$ cat config.mk
export PLATFORM = sky130hd
export DESIGN_NAME = nand_host
export DESIGN_NICKNAME = d
export VERILOG_FILES = /design/src/hw/nand_host_pkg.sv /design/src/hw/nand_cycle_gen.sv /design/src/hw/nand_host.sv
export SDC_FILE = /design/constraint.sdc
export NUM_CORES = 1
export LEC_CHECK = 0
export BUFFER_PORTS_ARGS = -buffer_cell sky130_fd_sc_hd__buf_2
export CAP_MARGIN = 20
export CORE_ASPECT_RATIO = 0.7
export CORE_MARGIN = 4
export CORE_UTILIZATION = 35
export CTS_CLUSTER_SIZE = 16
export DETAILED_ROUTE_END_ITERATION = 8
export GPL_TIMING_DRIVEN = 0
export PLACE_DENSITY = 0.55
export SLEW_MARGIN = 20
export SYNTH_ARGS = -nofsm -noshare
export SYNTH_HDL_FRONTEND = slang
export SYNTH_SLANG_ARGS = --single-unit
$ cat constraint.sdc
create_clock -name sys_clk -period 4.2 [get_ports sys_clk]
set_clock_uncertainty 0.05 [all_clocks]
set_input_delay 0.63 -clock sys_clk [delete_from_list [all_inputs] [get_ports sys_clk]]
set_output_delay 0.63 -clock sys_clk [all_outputs]
set_load 0.005 [all_outputs]
$ cat src/hw/nand_host_pkg.sv
// constants, types and helpers for the nand flash host controller
// assumes one 100 MHz clock and a byte-addressed apb register window
// Summary of operation
// - fail bit trusted only when ready shown
// - host issues only defined command codes
// - while busy only 70h or ffh sent
// - after 80h only 10h or ffh follow
// - chip select high, write guard low at power-up
// - wait about 200 us before first access
// - shared ready line resolved by status reads
package nand_host_pkg;
	localparam int CLK_MHZ          = 100;
	localparam int CLK_PERIOD_NS    = 10;
	localparam int T_STROBE_LOW_NS  = 30;
	localparam int T_STROBE_HIGH_NS = 20;
	localparam int T_BUSY_SETTLE_NS = 100;
	localparam int T_POWERUP_US     = 200;
	localparam int STROBE_LOW_CYC   = (T_STROBE_LOW_NS + CLK_PERIOD_NS - 1) / CLK_PERIOD_NS;
	localparam int STROBE_HIGH_CYC  = (T_STROBE_HIGH_NS + CLK_PERIOD_NS - 1) / CLK_PERIOD_NS;
	localparam int BUSY_SETTLE_CYC  = (T_BUSY_SETTLE_NS + CLK_PERIOD_NS - 1) / CLK_PERIOD_NS;
	localparam int POWERUP_CYC      = T_POWERUP_US * CLK_MHZ;
	localparam int SYNC_STAGES      = 2;
	localparam int READ_LOW_CYC     = STROBE_LOW_CYC + SYNC_STAGES;
	localparam int CNT_W            = 16;

	localparam logic [7:0] OFS_CTRL   = 8'h00;
	localparam logic [7:0] OFS_WDATA  = 8'h04;
	localparam logic [7:0] OFS_RDATA  = 8'h08;
	localparam logic [7:0] OFS_STATUS = 8'h0c;
	localparam logic [7:0] OFS_CONFIG = 8'h10;

	localparam int CTRL_OP_LSB   = 0;
	localparam int CTRL_CODE_LSB = 8;
	localparam int ST_ACTIVE     = 0;
	localparam int ST_READY      = 1;
	localparam int ST_REFUSED    = 2;
	localparam int ST_FAIL       = 3;
	localparam int ST_POWERED    = 4;
	localparam int ST_STATMODE   = 5;
	localparam int ST_BYTE_LSB   = 8;
	localparam int CFG_WP_REL    = 0;
	localparam int CFG_CE_EN     = 1;
	localparam int CFG_WIDE      = 2;
	localparam int SB_FAIL       = 0;
	localparam int SB_READY      = 6;

	localparam logic [7:0] CMD_READ_A   = 8'h00;
	localparam logic [7:0] CMD_READ_B   = 8'h01;
	localparam logic [7:0] CMD_READ_C   = 8'h50;
	localparam logic [7:0] CMD_PROG_SET = 8'h80;
	localparam logic [7:0] CMD_PROG_GO  = 8'h10;
	localparam logic [7:0] CMD_ERASE    = 8'h60;
	localparam logic [7:0] CMD_ERASE_GO = 8'hd0;
	localparam logic [7:0] CMD_STATUS   = 8'h70;
	localparam logic [7:0] CMD_ID       = 8'h90;
	localparam logic [7:0] CMD_RESET    = 8'hff;

	typedef enum logic [2:0] {OP_CMD, OP_ADDR, OP_WDATA, OP_RDATA, OP_WAIT} op_t;
	typedef enum logic [1:0] {CY_CMD, CY_ADDR, CY_WDATA, CY_RDATA} cycle_t;

	typedef struct packed {
		logic        cle;
		logic        ale;
		logic        we_n;
		logic        output_strobe_n;
		logic        io_oe;
		logic [15:0] io_out;
	} pins_t;

	function automatic logic is_defined_cmd(input logic [7:0] c);
		return c inside {CMD_READ_A, CMD_READ_B, CMD_READ_C, CMD_PROG_SET, CMD_PROG_GO,
			CMD_ERASE, CMD_ERASE_GO, CMD_STATUS, CMD_ID, CMD_RESET};
	endfunction

	function automatic logic busy_allowed(input logic [7:0] c);
		return c == CMD_STATUS || c == CMD_RESET;
	endfunction
endpackage

$ cat src/hw/nand_cycle_gen.sv
// one command, address, data-in or data-out cycle on the flash pins
// assumes start is a one-cycle pulse given only while idle is high
`timescale 1ns/100ps
`default_nettype none
module nand_cycle_gen
	import nand_host_pkg::*;
(
	input  wire logic        sys_clk,
	input  wire logic        srst,
	input  wire logic        start,
	input  wire cycle_t      kind,
	input  wire logic [15:0] dout,
	input  wire logic [15:0] io_in,
	output logic             idle,
	output logic             done,
	output logic [15:0]      rdata,
	output pins_t            pins
);
	typedef enum logic [1:0] {PH_IDLE, PH_LOW, PH_HIGH} phase_t;
	typedef struct packed {
		phase_t      phase;
		logic [3:0]  cnt;
		logic        rd;
		logic        done;
		logic [15:0] rdata;
		logic [15:0] io_s1;
		logic [15:0] io_s2;
		pins_t       pins;
	} gen_t;

	gen_t st_r;
	gen_t st_nxt;

	////////////////////////////////////////////////////////////////
	always_comb begin
		st_nxt = st_r;
		st_nxt.done = 1'b0;
		st_nxt.io_s1 = io_in;
		st_nxt.io_s2 = st_r.io_s1;
		unique case (st_r.phase)
			PH_IDLE: begin
				if (start) begin
					st_nxt.rd = (kind == CY_RDATA);
					st_nxt.pins.cle = (kind == CY_CMD);
					st_nxt.pins.ale = (kind == CY_ADDR);
					st_nxt.pins.io_out = dout;
					st_nxt.pins.io_oe = (kind != CY_RDATA);
					st_nxt.pins.we_n = (kind == CY_RDATA);
					st_nxt.pins.output_strobe_n = (kind != CY_RDATA);
					// reads stay low longer to cover the input synchroniser
					st_nxt.cnt = (kind == CY_RDATA) ? 4'(READ_LOW_CYC - 1) : 4'(STROBE_LOW_CYC - 1);
					st_nxt.phase = PH_LOW;
				end
			end
			PH_LOW: begin
				if (st_r.cnt == 4'h0) begin
					st_nxt.pins.we_n = 1'b1;
					st_nxt.pins.output_strobe_n = 1'b1;
					if (st_r.rd) begin
						st_nxt.rdata = st_r.io_s2;
					end
					st_nxt.cnt = 4'(STROBE_HIGH_CYC - 1);
					st_nxt.phase = PH_HIGH;
				end else begin
					st_nxt.cnt = st_r.cnt - 4'h1;
				end
			end
			PH_HIGH: begin
				if (st_r.cnt == 4'h0) begin
					// data and latches held through the high phase for hold time
					st_nxt.pins.io_oe = 1'b0;
					st_nxt.pins.cle = 1'b0;
					st_nxt.pins.ale = 1'b0;
					st_nxt.done = 1'b1;
					st_nxt.phase = PH_IDLE;
				end else begin
					st_nxt.cnt = st_r.cnt - 4'h1;
				end
			end
			default: st_nxt.phase = PH_IDLE;
		endcase
	end

	always_ff @(posedge sys_clk) begin
		if (srst) begin
			st_r <= '0;
			st_r.pins.we_n <= 1'b1;
			st_r.pins.output_strobe_n <= 1'b1;
		end else begin
			st_r <= st_nxt;
		end
	end

	assign idle  = (st_r.phase == PH_IDLE);
	assign done  = st_r.done;
	assign rdata = st_r.rdata;
	assign pins  = st_r.pins;
endmodule
`default_nettype wire

$ cat src/hw/nand_host.sv
// host controller for an asynchronous nand flash, steered over apb
// assumes the flash pins attach directly; ready line has an external pull-up
`timescale 1ns/100ps
`default_nettype none
module nand_host
	import nand_host_pkg::*;
#(
	parameter int POWERUP_CYCLES = POWERUP_CYC
) (
	input  wire logic        sys_clk,
	input  wire logic        srst,
	input  wire logic        psel,
	input  wire logic        penable,
	input  wire logic        pwrite,
	input  wire logic [7:0]  paddr,
	input  wire logic [31:0] pwdata,
	output logic [31:0]      prdata,
	output logic             pready,
	output logic             pslverr,
	output logic             ce_n,
	output logic             cle,
	output logic             ale,
	output logic             we_n,
	output logic             output_strobe_n,
	output logic             wp_n,
	output logic [15:0]      io_out,
	output logic             io_oe,
	input  wire logic [15:0] io_in,
	input  wire logic        rb_n
);
	typedef enum logic [1:0] {SQ_IDLE, SQ_CYCLE, SQ_SETTLE, SQ_WAIT_RB} seq_t;
	typedef enum logic [1:0] {MD_NONE, MD_PROG, MD_ERASE, MD_STATUS} mode_t;
	typedef struct packed {
		seq_t             seq;
		mode_t            mode;
		logic [CNT_W-1:0] pwr_cnt;
		logic             pwr_done;
		logic             rb_s1;
		logic             rb_s2;
		logic             wp_rel;
		logic             ce_en;
		logic             wide;
		logic [15:0]      wdata;
		logic [15:0]      rdata;
		logic [7:0]       stat_byte;
		logic             fail;
		logic             refused;
		logic             start;
		cycle_t           kind;
		logic [15:0]      dout;
		logic [3:0]       cnt;
		logic             ce_n;
		logic             wp_n;
		logic [31:0]      prdata;
		logic             pready;
		logic             pslverr;
	} host_t;

	host_t       st_r;
	host_t       st_nxt;
	logic        gen_idle;
	logic        gen_done;
	logic [15:0] gen_rdata;
	pins_t       gen_pins;
	logic        acc_wr;
	logic        cmd_req;
	logic        cap_ok;
	logic [7:0]  code;
	op_t         op;

	assign acc_wr  = psel && penable && pwrite && st_r.pready;
	assign code    = pwdata[CTRL_CODE_LSB +: 8];
	assign op      = op_t'(pwdata[CTRL_OP_LSB +: 3]);
	assign cmd_req = acc_wr && paddr == OFS_CTRL && st_r.seq == SQ_IDLE && st_r.pwr_done
		&& op == OP_CMD;
	assign cap_ok  = gen_done && st_r.kind == CY_RDATA && st_r.mode == MD_STATUS
		&& gen_rdata[SB_READY];

	////////////////////////////////////////////////////////////////
	always_comb begin
		st_nxt = st_r;
		st_nxt.start = 1'b0;
		st_nxt.rb_s1 = rb_n;
		st_nxt.rb_s2 = st_r.rb_s1;
		if (!st_r.pwr_done) begin
			if (st_r.pwr_cnt == CNT_W'(POWERUP_CYCLES - 1)) begin
				st_nxt.pwr_done = 1'b1;
			end else begin
				st_nxt.pwr_cnt = st_r.pwr_cnt + 1'b1;
			end
		end
		// select and write guard stay parked until the power-up wait ends
		st_nxt.ce_n = !(st_r.pwr_done && st_r.ce_en);
		st_nxt.wp_n = st_r.pwr_done && st_r.wp_rel;

		// apb: answer prepared in setup, pready high in the access cycle
		st_nxt.pready = psel && !penable;
		st_nxt.pslverr = 1'b0;
		st_nxt.prdata = '0;
		if (psel && !penable) begin
			unique case (paddr)
				OFS_CTRL: st_nxt.prdata = '0;
				OFS_WDATA: st_nxt.prdata = {16'h0000, st_r.wdata};
				OFS_RDATA: st_nxt.prdata = {16'h0000, st_r.rdata};
				OFS_STATUS: begin
					st_nxt.prdata[ST_ACTIVE] = (st_r.seq != SQ_IDLE);
					st_nxt.prdata[ST_READY] = st_r.rb_s2;
					st_nxt.prdata[ST_REFUSED] = st_r.refused;
					st_nxt.prdata[ST_FAIL] = st_r.fail;
					st_nxt.prdata[ST_POWERED] = st_r.pwr_done;
					st_nxt.prdata[ST_STATMODE] = (st_r.mode == MD_STATUS);
					st_nxt.prdata[ST_BYTE_LSB +: 8] = st_r.stat_byte;
				end
				OFS_CONFIG: begin
					st_nxt.prdata[CFG_WP_REL] = st_r.wp_rel;
					st_nxt.prdata[CFG_CE_EN] = st_r.ce_en;
					st_nxt.prdata[CFG_WIDE] = st_r.wide;
				end
				default: st_nxt.pslverr = 1'b1;
			endcase
		end
		if (acc_wr && paddr == OFS_WDATA) begin
			st_nxt.wdata = pwdata[15:0];
		end
		if (acc_wr && paddr == OFS_CONFIG) begin
			st_nxt.wp_rel = pwdata[CFG_WP_REL];
			st_nxt.ce_en = pwdata[CFG_CE_EN];
			st_nxt.wide = pwdata[CFG_WIDE];
		end
		if (acc_wr && paddr == OFS_STATUS && pwdata[ST_REFUSED]) begin
			st_nxt.refused = 1'b0;
		end

		unique case (st_r.seq)
			SQ_IDLE: begin
				if (acc_wr && paddr == OFS_CTRL) begin
					st_nxt.dout = {8'h00, code};
					st_nxt.refused = 1'b1;
					if (st_r.pwr_done && gen_idle) begin
						unique case (op)
							OP_CMD: begin
								if (is_defined_cmd(code)
									&& (st_r.rb_s2 || busy_allowed(code))
									&& (st_r.mode != MD_PROG || code == CMD_PROG_GO
									|| code == CMD_RESET)) begin
									st_nxt.refused = st_r.refused;
									st_nxt.kind = CY_CMD;
									st_nxt.start = 1'b1;
									st_nxt.seq = SQ_CYCLE;
									if (code == CMD_PROG_SET) begin
										st_nxt.mode = MD_PROG;
									end else if (code == CMD_ERASE) begin
										st_nxt.mode = MD_ERASE;
									end else if (code == CMD_STATUS) begin
										st_nxt.mode = MD_STATUS;
									end else if (code == CMD_READ_A || code == CMD_RESET) begin
										st_nxt.mode = MD_NONE;
									end else if (st_r.mode != MD_STATUS) begin
										st_nxt.mode = MD_NONE;
									end
								end
							end
							OP_ADDR, OP_WDATA, OP_RDATA: begin
								st_nxt.refused = st_r.refused;
								st_nxt.kind = (op == OP_ADDR) ? CY_ADDR
									: (op == OP_WDATA) ? CY_WDATA : CY_RDATA;
								if (op == OP_WDATA) begin
									st_nxt.dout = st_r.wide ? st_r.wdata : {8'h00, st_r.wdata[7:0]};
								end
								st_nxt.start = 1'b1;
								st_nxt.seq = SQ_CYCLE;
							end
							OP_WAIT: begin
								st_nxt.refused = st_r.refused;
								st_nxt.cnt = 4'(BUSY_SETTLE_CYC - 1);
								st_nxt.seq = SQ_SETTLE;
							end
							default: st_nxt.refused = 1'b1;
						endcase
					end
				end
			end
			SQ_CYCLE: begin
				if (gen_done) begin
					st_nxt.seq = SQ_IDLE;
					if (st_r.kind == CY_RDATA) begin
						st_nxt.rdata = st_r.wide ? gen_rdata : {8'h00, gen_rdata[7:0]};
						if (st_r.mode == MD_STATUS) begin
							st_nxt.stat_byte = gen_rdata[7:0];
						end
					end
					if (cap_ok) begin
						st_nxt.fail = gen_rdata[SB_FAIL];
					end
				end
			end
			SQ_SETTLE: begin
				// ready line needs time to fall after the strobe edge
				if (st_r.cnt == 4'h0) begin
					st_nxt.seq = SQ_WAIT_RB;
				end else begin
					st_nxt.cnt = st_r.cnt - 4'h1;
				end
			end
			SQ_WAIT_RB: begin
				if (st_r.rb_s2) begin
					st_nxt.seq = SQ_IDLE;
				end
			end
		endcase
	end

	always_ff @(posedge sys_clk) begin
		if (srst) begin
			st_r <= '0;
			st_r.ce_n <= 1'b1;
		end else begin
			st_r <= st_nxt;
		end
	end

	////////////////////////////////////////////////////////////////
	nand_cycle_gen u_gen (
		.sys_clk (sys_clk),
		.srst    (srst),
		.start   (st_r.start),
		.kind    (st_r.kind),
		.dout    (st_r.dout),
		.io_in   (io_in),
		.idle    (gen_idle),
		.done    (gen_done),
		.rdata   (gen_rdata),
		.pins    (gen_pins)
	);

	assign prdata  = st_r.prdata;
	assign pready  = st_r.pready;
	assign pslverr = st_r.pslverr;
	assign ce_n    = st_r.ce_n;
	assign wp_n    = st_r.wp_n;
	assign cle     = gen_pins.cle;
	assign ale     = gen_pins.ale;
	assign we_n    = gen_pins.we_n;
	assign output_strobe_n = gen_pins.output_strobe_n;
	assign io_out  = gen_pins.io_out;
	assign io_oe   = gen_pins.io_oe;
endmodule
`default_nettype wire

Word-level counts from Yosys, hierarchy flattened
Index checks and enable logic that the tools add are counted.
{"block": "word_totals", "inputBits": 62, "ram_bits": 0, "output_inout_bits": 57, "mem_bits_ro": 0, "register_bits": 204, "n_memories": 0, "word_cells": 206, "latchBits": 0}
{"block": "classes", "shifts": 0, "n_reduce_logical": 62, "n_div": 0, "n_mux": 52, "n_addsub": 3, "n_mul": 0, "order_cmp": 0, "n_eq_ne": 45, "bitwise_logic": 7}
{"operator": "two-way mux 16 bit", "count": 4}
{"operator": "two-way mux 24 bit", "count": 2}
{"operator": "== test 8 bit (second input constant)", "count": 4}
{"operator": "two-way mux 4 bit", "count": 8}
{"operator": "two-way mux 2 bit", "count": 13}
{"operator": "== test 8 x 7 -> 1 bit (second input constant)", "count": 3}
{"operator": "case mux 8 bit (3 select lines)", "count": 1}
{"operator": "two-way mux 21 bit", "count": 1}
{"operator": "AND reduction 3 bit", "count": 7}
{"operator": "two-way mux 20 bit", "count": 1}
{"operator": "logical AND 1 bit", "count": 17}
{"operator": "adder 16 x 1 -> 16 bit (second input constant)", "count": 1}
{"operator": "== test 16 x 15 -> 1 bit (second input constant)", "count": 1}
{"operator": "== test 8 x 4 -> 1 bit (second input constant)", "count": 2}
{"operator": "== test 8 x 5 -> 1 bit (second input constant)", "count": 2}
{"operator": "zero test 8 bit", "count": 2}
{"operator": "!= test 2 x 1 -> 1 bit (second input constant)", "count": 8}
{"operator": "!= test 2 bit (second input constant)", "count": 7}
{"operator": "case mux 2 bit (2 select lines)", "count": 3}
{"operator": "case mux 2 bit (3 select lines)", "count": 2}
{"operator": "case mux 3 bit (4 select lines)", "count": 1}
{"operator": "case mux 4 bit (3 select lines)", "count": 1}
{"operator": "== test 2 bit (second input constant)", "count": 5}
{"operator": "AND reduction 5 bit", "count": 2}
{"operator": "other kinds (37)", "count": 71}

Longest topological paths before layout
{"block": "logic_depth", "depth_word": 11, "ltp_mapped": 10, "mapped_depth_nobuf": 7}

Cells and area by module
Synthesis repeated with hierarchy kept, for this count alone.
{"block": "hier_totals", "hier_cells": 926, "area_unflattened_um2": 8105.3}
{"mod": "nand_host", "cells_per_inst": 587, "instances": 1, "seq_area_each_um2": 2222.1, "area_each_um2": 5117.4}
{"mod": "nand_cycle_gen", "cells_per_inst": 339, "instances": 1, "seq_area_each_um2": 1541.5, "area_each_um2": 2987.9}

Worst setup path after synthesis
Ideal clock, no wire load.
{"block": "synth_path", "path_type": "input-to-reg", "from": "input pwdata[8]", "to": "register st_r[123] (netlist bit)", "arrival_ns": 2.326, "path_stages": 6, "path_buffers": 1, "required_ns": 4.027, "setup_time_ns": 0.123, "path_slack_ns": 1.701, "cell_sequence": "or4_4 > buf_6 > nor4_2 > nor4_2 > nor4_2 > mux2_1"}
{"block": "synth_between", "elab_chain_cells": 6, "word_cells_on_any_way": 24, "classes_between": "eq/ne: 9; mux: 4; reduce/logical: 11"}
{"element": "start, declared", "line": "nand_host.sv:16", "text": "input wire logic [31:0] pwdata,"}
{"element": "== test 8 bit, or another cell as far along"}
{"element": "logical OR 1 bit, on equally long branches", "line": "nand_host.sv:156, nand_host_pkg.sv:76"}
{"element": "two-way mux 2 bit or logical OR 1 bit (tied branches)", "line": "nand_host.sv:156, nand_host.sv:143"}
{"element": "two-way mux 2 bit or logical AND 1 bit (tied branches)", "line": "nand_host.sv:154, nand_host.sv:143"}
{"element": "two-way mux 2 bit or logical AND 1 bit (tied branches)", "line": "nand_host.sv:152, nand_host.sv:144"}
{"element": "two-way mux 2 bit or AND reduction 6 bit (tied branches)"}
{"element": "end signal, assigned", "line": "nand_host.sv:218", "text": "st_r <= st_nxt;"}
{"element": "end, declared", "line": "nand_host.sv:59", "text": "host_t st_r;"}
Several ways; a longest one is shown, not always the timed one.
A chain may end at the register's enable or synchronous reset.

Worst setup path in the final report
{"block": "layout_path", "from": "register u_gen.st_r[76] (netlist bit)", "to": "register st_r[49] (netlist bit)"}
{"block": "layout_between", "elab_chain_cells": 3}
{"element": "start, declared", "line": "nand_cycle_gen.sv:31", "text": "gen_t st_r;"}
{"element": "start signal, assigned", "line": "nand_cycle_gen.sv:90", "text": "st_r <= st_nxt;"}
{"element": "zero test 2 bit", "line": "nand_cycle_gen.sv:94", "text": "assign idle = (st_r.phase == PH_IDLE);"}
{"element": "logical AND 1 bit", "line": "nand_host.sv:139", "text": "if (st_r.pwr_done && gen_idle) begin"}
{"element": "two-way mux 24 bit", "line": "nand_host.sv:139"}
No other way between the ends. The select of a mux whose other input is x is not followed.

==> qor.yml <==
cp-start-kind: "flop"
cp.arrival_ns: 3.05
netlist.area_leader.share: 0.479
dieWidth_um: 187
place_congestion: 0.881
syn_area_per_cell_um2: 8.65
peakVddDrop_mv: 0.269
synth_area_um2: 7860
final_layout_size_suffix_gt1_frac: 0.186
synth_edf_count: 0
multi_input_area_um2: 3530
diodes: 0
nNetsFinal: 1095
cp_max_fo: 10
die-area_um2: 25000
clock_latency_ns: 0.44
hold_class: "input port to flop"
worst_path_most_repeated_cell: "clkbuf_1"
synth_top_flop_cell: "dfxtp_1"
r2r_start: "u_gen.st_r[76]"
internal_power_mw: 2.65
antenna_found_initial: 0
drv_slew: 0
slew_headroom: 0.411
ys_ff_latch: 188
power_frac_seq: 0.508
drt_iter0_drc: 443
syn-instance-count: 909
post_cts_buffers: 0
worst_pin_slew_ns: 0.884
cp_top_family: "buffers and inverters"
r2r_slack_ns: 1.47
numPortBuffers: 83
num-fill-cells: 2230
core_um2: 21900
tns_ns: 0
overflow: 0
critical_path_class: "flop to flop"
power_density_nw_per_um2: 383
setup_viol: 0
grt_use_total: 0.163
r2r_cells: 10
reg2reg_to: "st_r[49]"
power_switching_mw: 0.904
die_h_um: 133
yosys.area.top_type: "dfxtp_1"
dr.pass1.iters: 5
cts_buffer_depth: 2
drcViolationCount: 0
grt_pass1_vias: 5986
crit_buf_inv: 4
place_hpwl_mm: 15.3
critPathSlowestCell: "clkbuf_1"
start_util: 0.359
clkTransAtPathRegs_ns: 0.08
holdBufCountCts: 0
io_pins: 119
slowest_delay_ns: 0.37
combPwrFrac: 0.039
endpoint_kind: "flop"
layout_min_cycle_time_ns: 2.73
wirelength_mm: 20.4
cts_tree: "done"
endpoint: "st_r[49]"
cts.sinks: 188
root_buffer: "clkbuf_16"
cts.htree.levels: 4
fmax_mhz: 366
dp.cells: 1289
status: "completed"
hold_viol_final: 0
cp-startpoint: "u_gen.st_r[76]"
rsz0062_at_grt: "no"
synth_async_sr_flop_share: 0
mostFrequentLayoutCell: "dfxtp_1"
cts_resized: 0
required_ns: 4.52
cts_made_buffers: 17
ant_nets: 0
period_share: 0.651
synth_warnings: 0
leakage_nw: 3.50
grt_pass1_wl_mm: 32.4
synthDistinctLibCells: 60
area_growth_pct: 18.1
routed_via_density: 4.87
path_depth: 10
fin_cells: 1321
register_area_um2: 3760
vias: 6428
grt_max_degree: 21
p_clk_frac: 0.453
maxCapViolCount: 0
switching_share: 0.254
wl_per_cell_um: 15.5
path_cells: "inv_1 -> ha_1 -> clkbuf_1 -> nand2_1 -> nor4b_1 -> buf_2 -> and2_0 -> clkbuf_1 -> nand4_1 -> a21oi_1"
yosys-top-cells-area: "dfxtp_1 (48%), nand2_1 (7.3%), a21oi_1 (6.0%)"
final_cell_mix: "dfxtp_1 (188), nand2_1 (152), a21oi_1 (94)"
rows: 45
yosysSeqAreaShare: 0.479
==> cell families (layout without fill, tap and decap cells) <==
| family | Yosys count | in the layout | synth area share |
|---|---|---|---|
| compound gates | 160 | 160 | 0.123 |
| xor+xnor | 15 | 15 | 0.0167 |
| fa+ha+maj | 7 | 7 | 0.0111 |
| buf+inv | 114 | 229 | 0.0796 |
| flops | 188 | 188 | 0.479 |
| mux | 35 | 35 | 0.0465 |
| other cells | 1 | 16 | 0.000477 |
| simple gates | 389 | 389 | 0.244 |
==> worst register-to-register path: stages (launching register included) <==
cell and delay [ns]:
dfxtp_1 0.32, inv_1 0.11, ha_1 0.15, clkbuf_1 0.37
nand2_1 0.21, nor4b_1 0.28, buf_2 0.36, and2_0 0.18
clkbuf_1 0.29, nand4_1 0.17, a21oi_1 0.17
==> final cells by class <==
class                   instances  area share
plain buffers                 104      0.0633
clock buffers                  17      0.0458
clock inverters                15      0.0186
inverters                      10     0.00404
multi-input cells             622       0.380
flip-flops and latches        188       0.405
well taps                     282      0.0380
repair buffers                 83      0.0447
==> sequential cells by signal, indices dropped and copies added, names as in the netlist, 16 cells and up <==
register      cells
st_r             90
u_gen.st_r       23
u_gen.pins       21
prdata           16
u_gen.rdata      16
u_gen.st_nxt     16
==> synth_stat cells (4+ instances only) <==
cell / count
inv_1: 10
a22oi_1: 16
a21oi_1: 94
nor2_1: 76
mux2_2: 10
a31oi_1: 4
nor4b_1: 5
nor3_1: 12
o21bai_1: 4
xor2_1: 12
and2_1: 4
dfxtp_1: 188
nand2b_1: 5
nand2_1: 152
mux2i_1: 23
clkbuf_1: 46
nand4_1: 21
nor3b_1: 4
or2_2: 4
o21ai_0: 12
a211oi_1: 12
buf_4: 49
nand4b_1: 5
nand3_1: 21
and3_1: 10
or3_1: 6
nor2b_1: 40
buf_2: 4
ha_1: 7
==> per-layer routing <==
metal	part of all wire	wire length (um)	up-vias	track usage
met5	0	0	-	0
met2	0.40	8190	203	0.233
li1	-	-	3286	-
met4	0.0059	120	0	0.0357
met1	0.52	10500	2929	0.242
met3	0.076	1560	10	0.0461
==> worst min-delay path by stage <==
| stage | start | to | slack, ns | depth (start not counted) |
|---|---|---|---|---|
| finish | io_in[13] | u_gen.st_nxt[34] | 0.33 | 2 |
| global route | io_in[13] | u_gen.st_nxt[34] | 0.32 | 2 |
| CTS | io_in[9] | u_gen.st_nxt[30] | 0.32 | 2 |
| detailed placement | u_gen.st_nxt[23] | u_gen.st_r[23] | 0.38 | 1 |
| global placement | u_gen.st_nxt[27] | u_gen.st_r[27] | 0.37 | 1 |
| floorplan | st_r[102] | ce_n | 0.35 | 1 |
==> power by group through the flow <==
stage	Sequential [mW]	Combinational, mW	Clock, mW
after CTS	1.81	0.138	1.65
final	1.81	0.138	1.61
after global placement	1.85	0.137	0
after global routing	1.81	0.154	1.71
after floorplan	1.85	0.0797	0
after detailed placement	1.85	0.137	0
==> through the flow <==
| stage | utilization | power, mW | worst slack, ns | cell area, um^2 | hold WS, ns |
|---|---|---|---|---|---|
| floorplan | - | 1.93 | 1.70 | 7920 | 0.345 |
| global placement | 0.397 | 1.99 | 1.26 | 8690 | 0.372 |
| detailed placement | 0.397 | 1.99 | 1.30 | 8690 | 0.377 |
| CTS | 0.424 | 3.59 | 1.54 | 9280 | 0.320 |
| global route | 0.424 | 3.67 | 1.21 | 9280 | 0.321 |
| finish | 0.424 | 3.56 | 1.47 | 9280 | 0.333 |
Note: power is estimated with default switching activity, not from simulation.
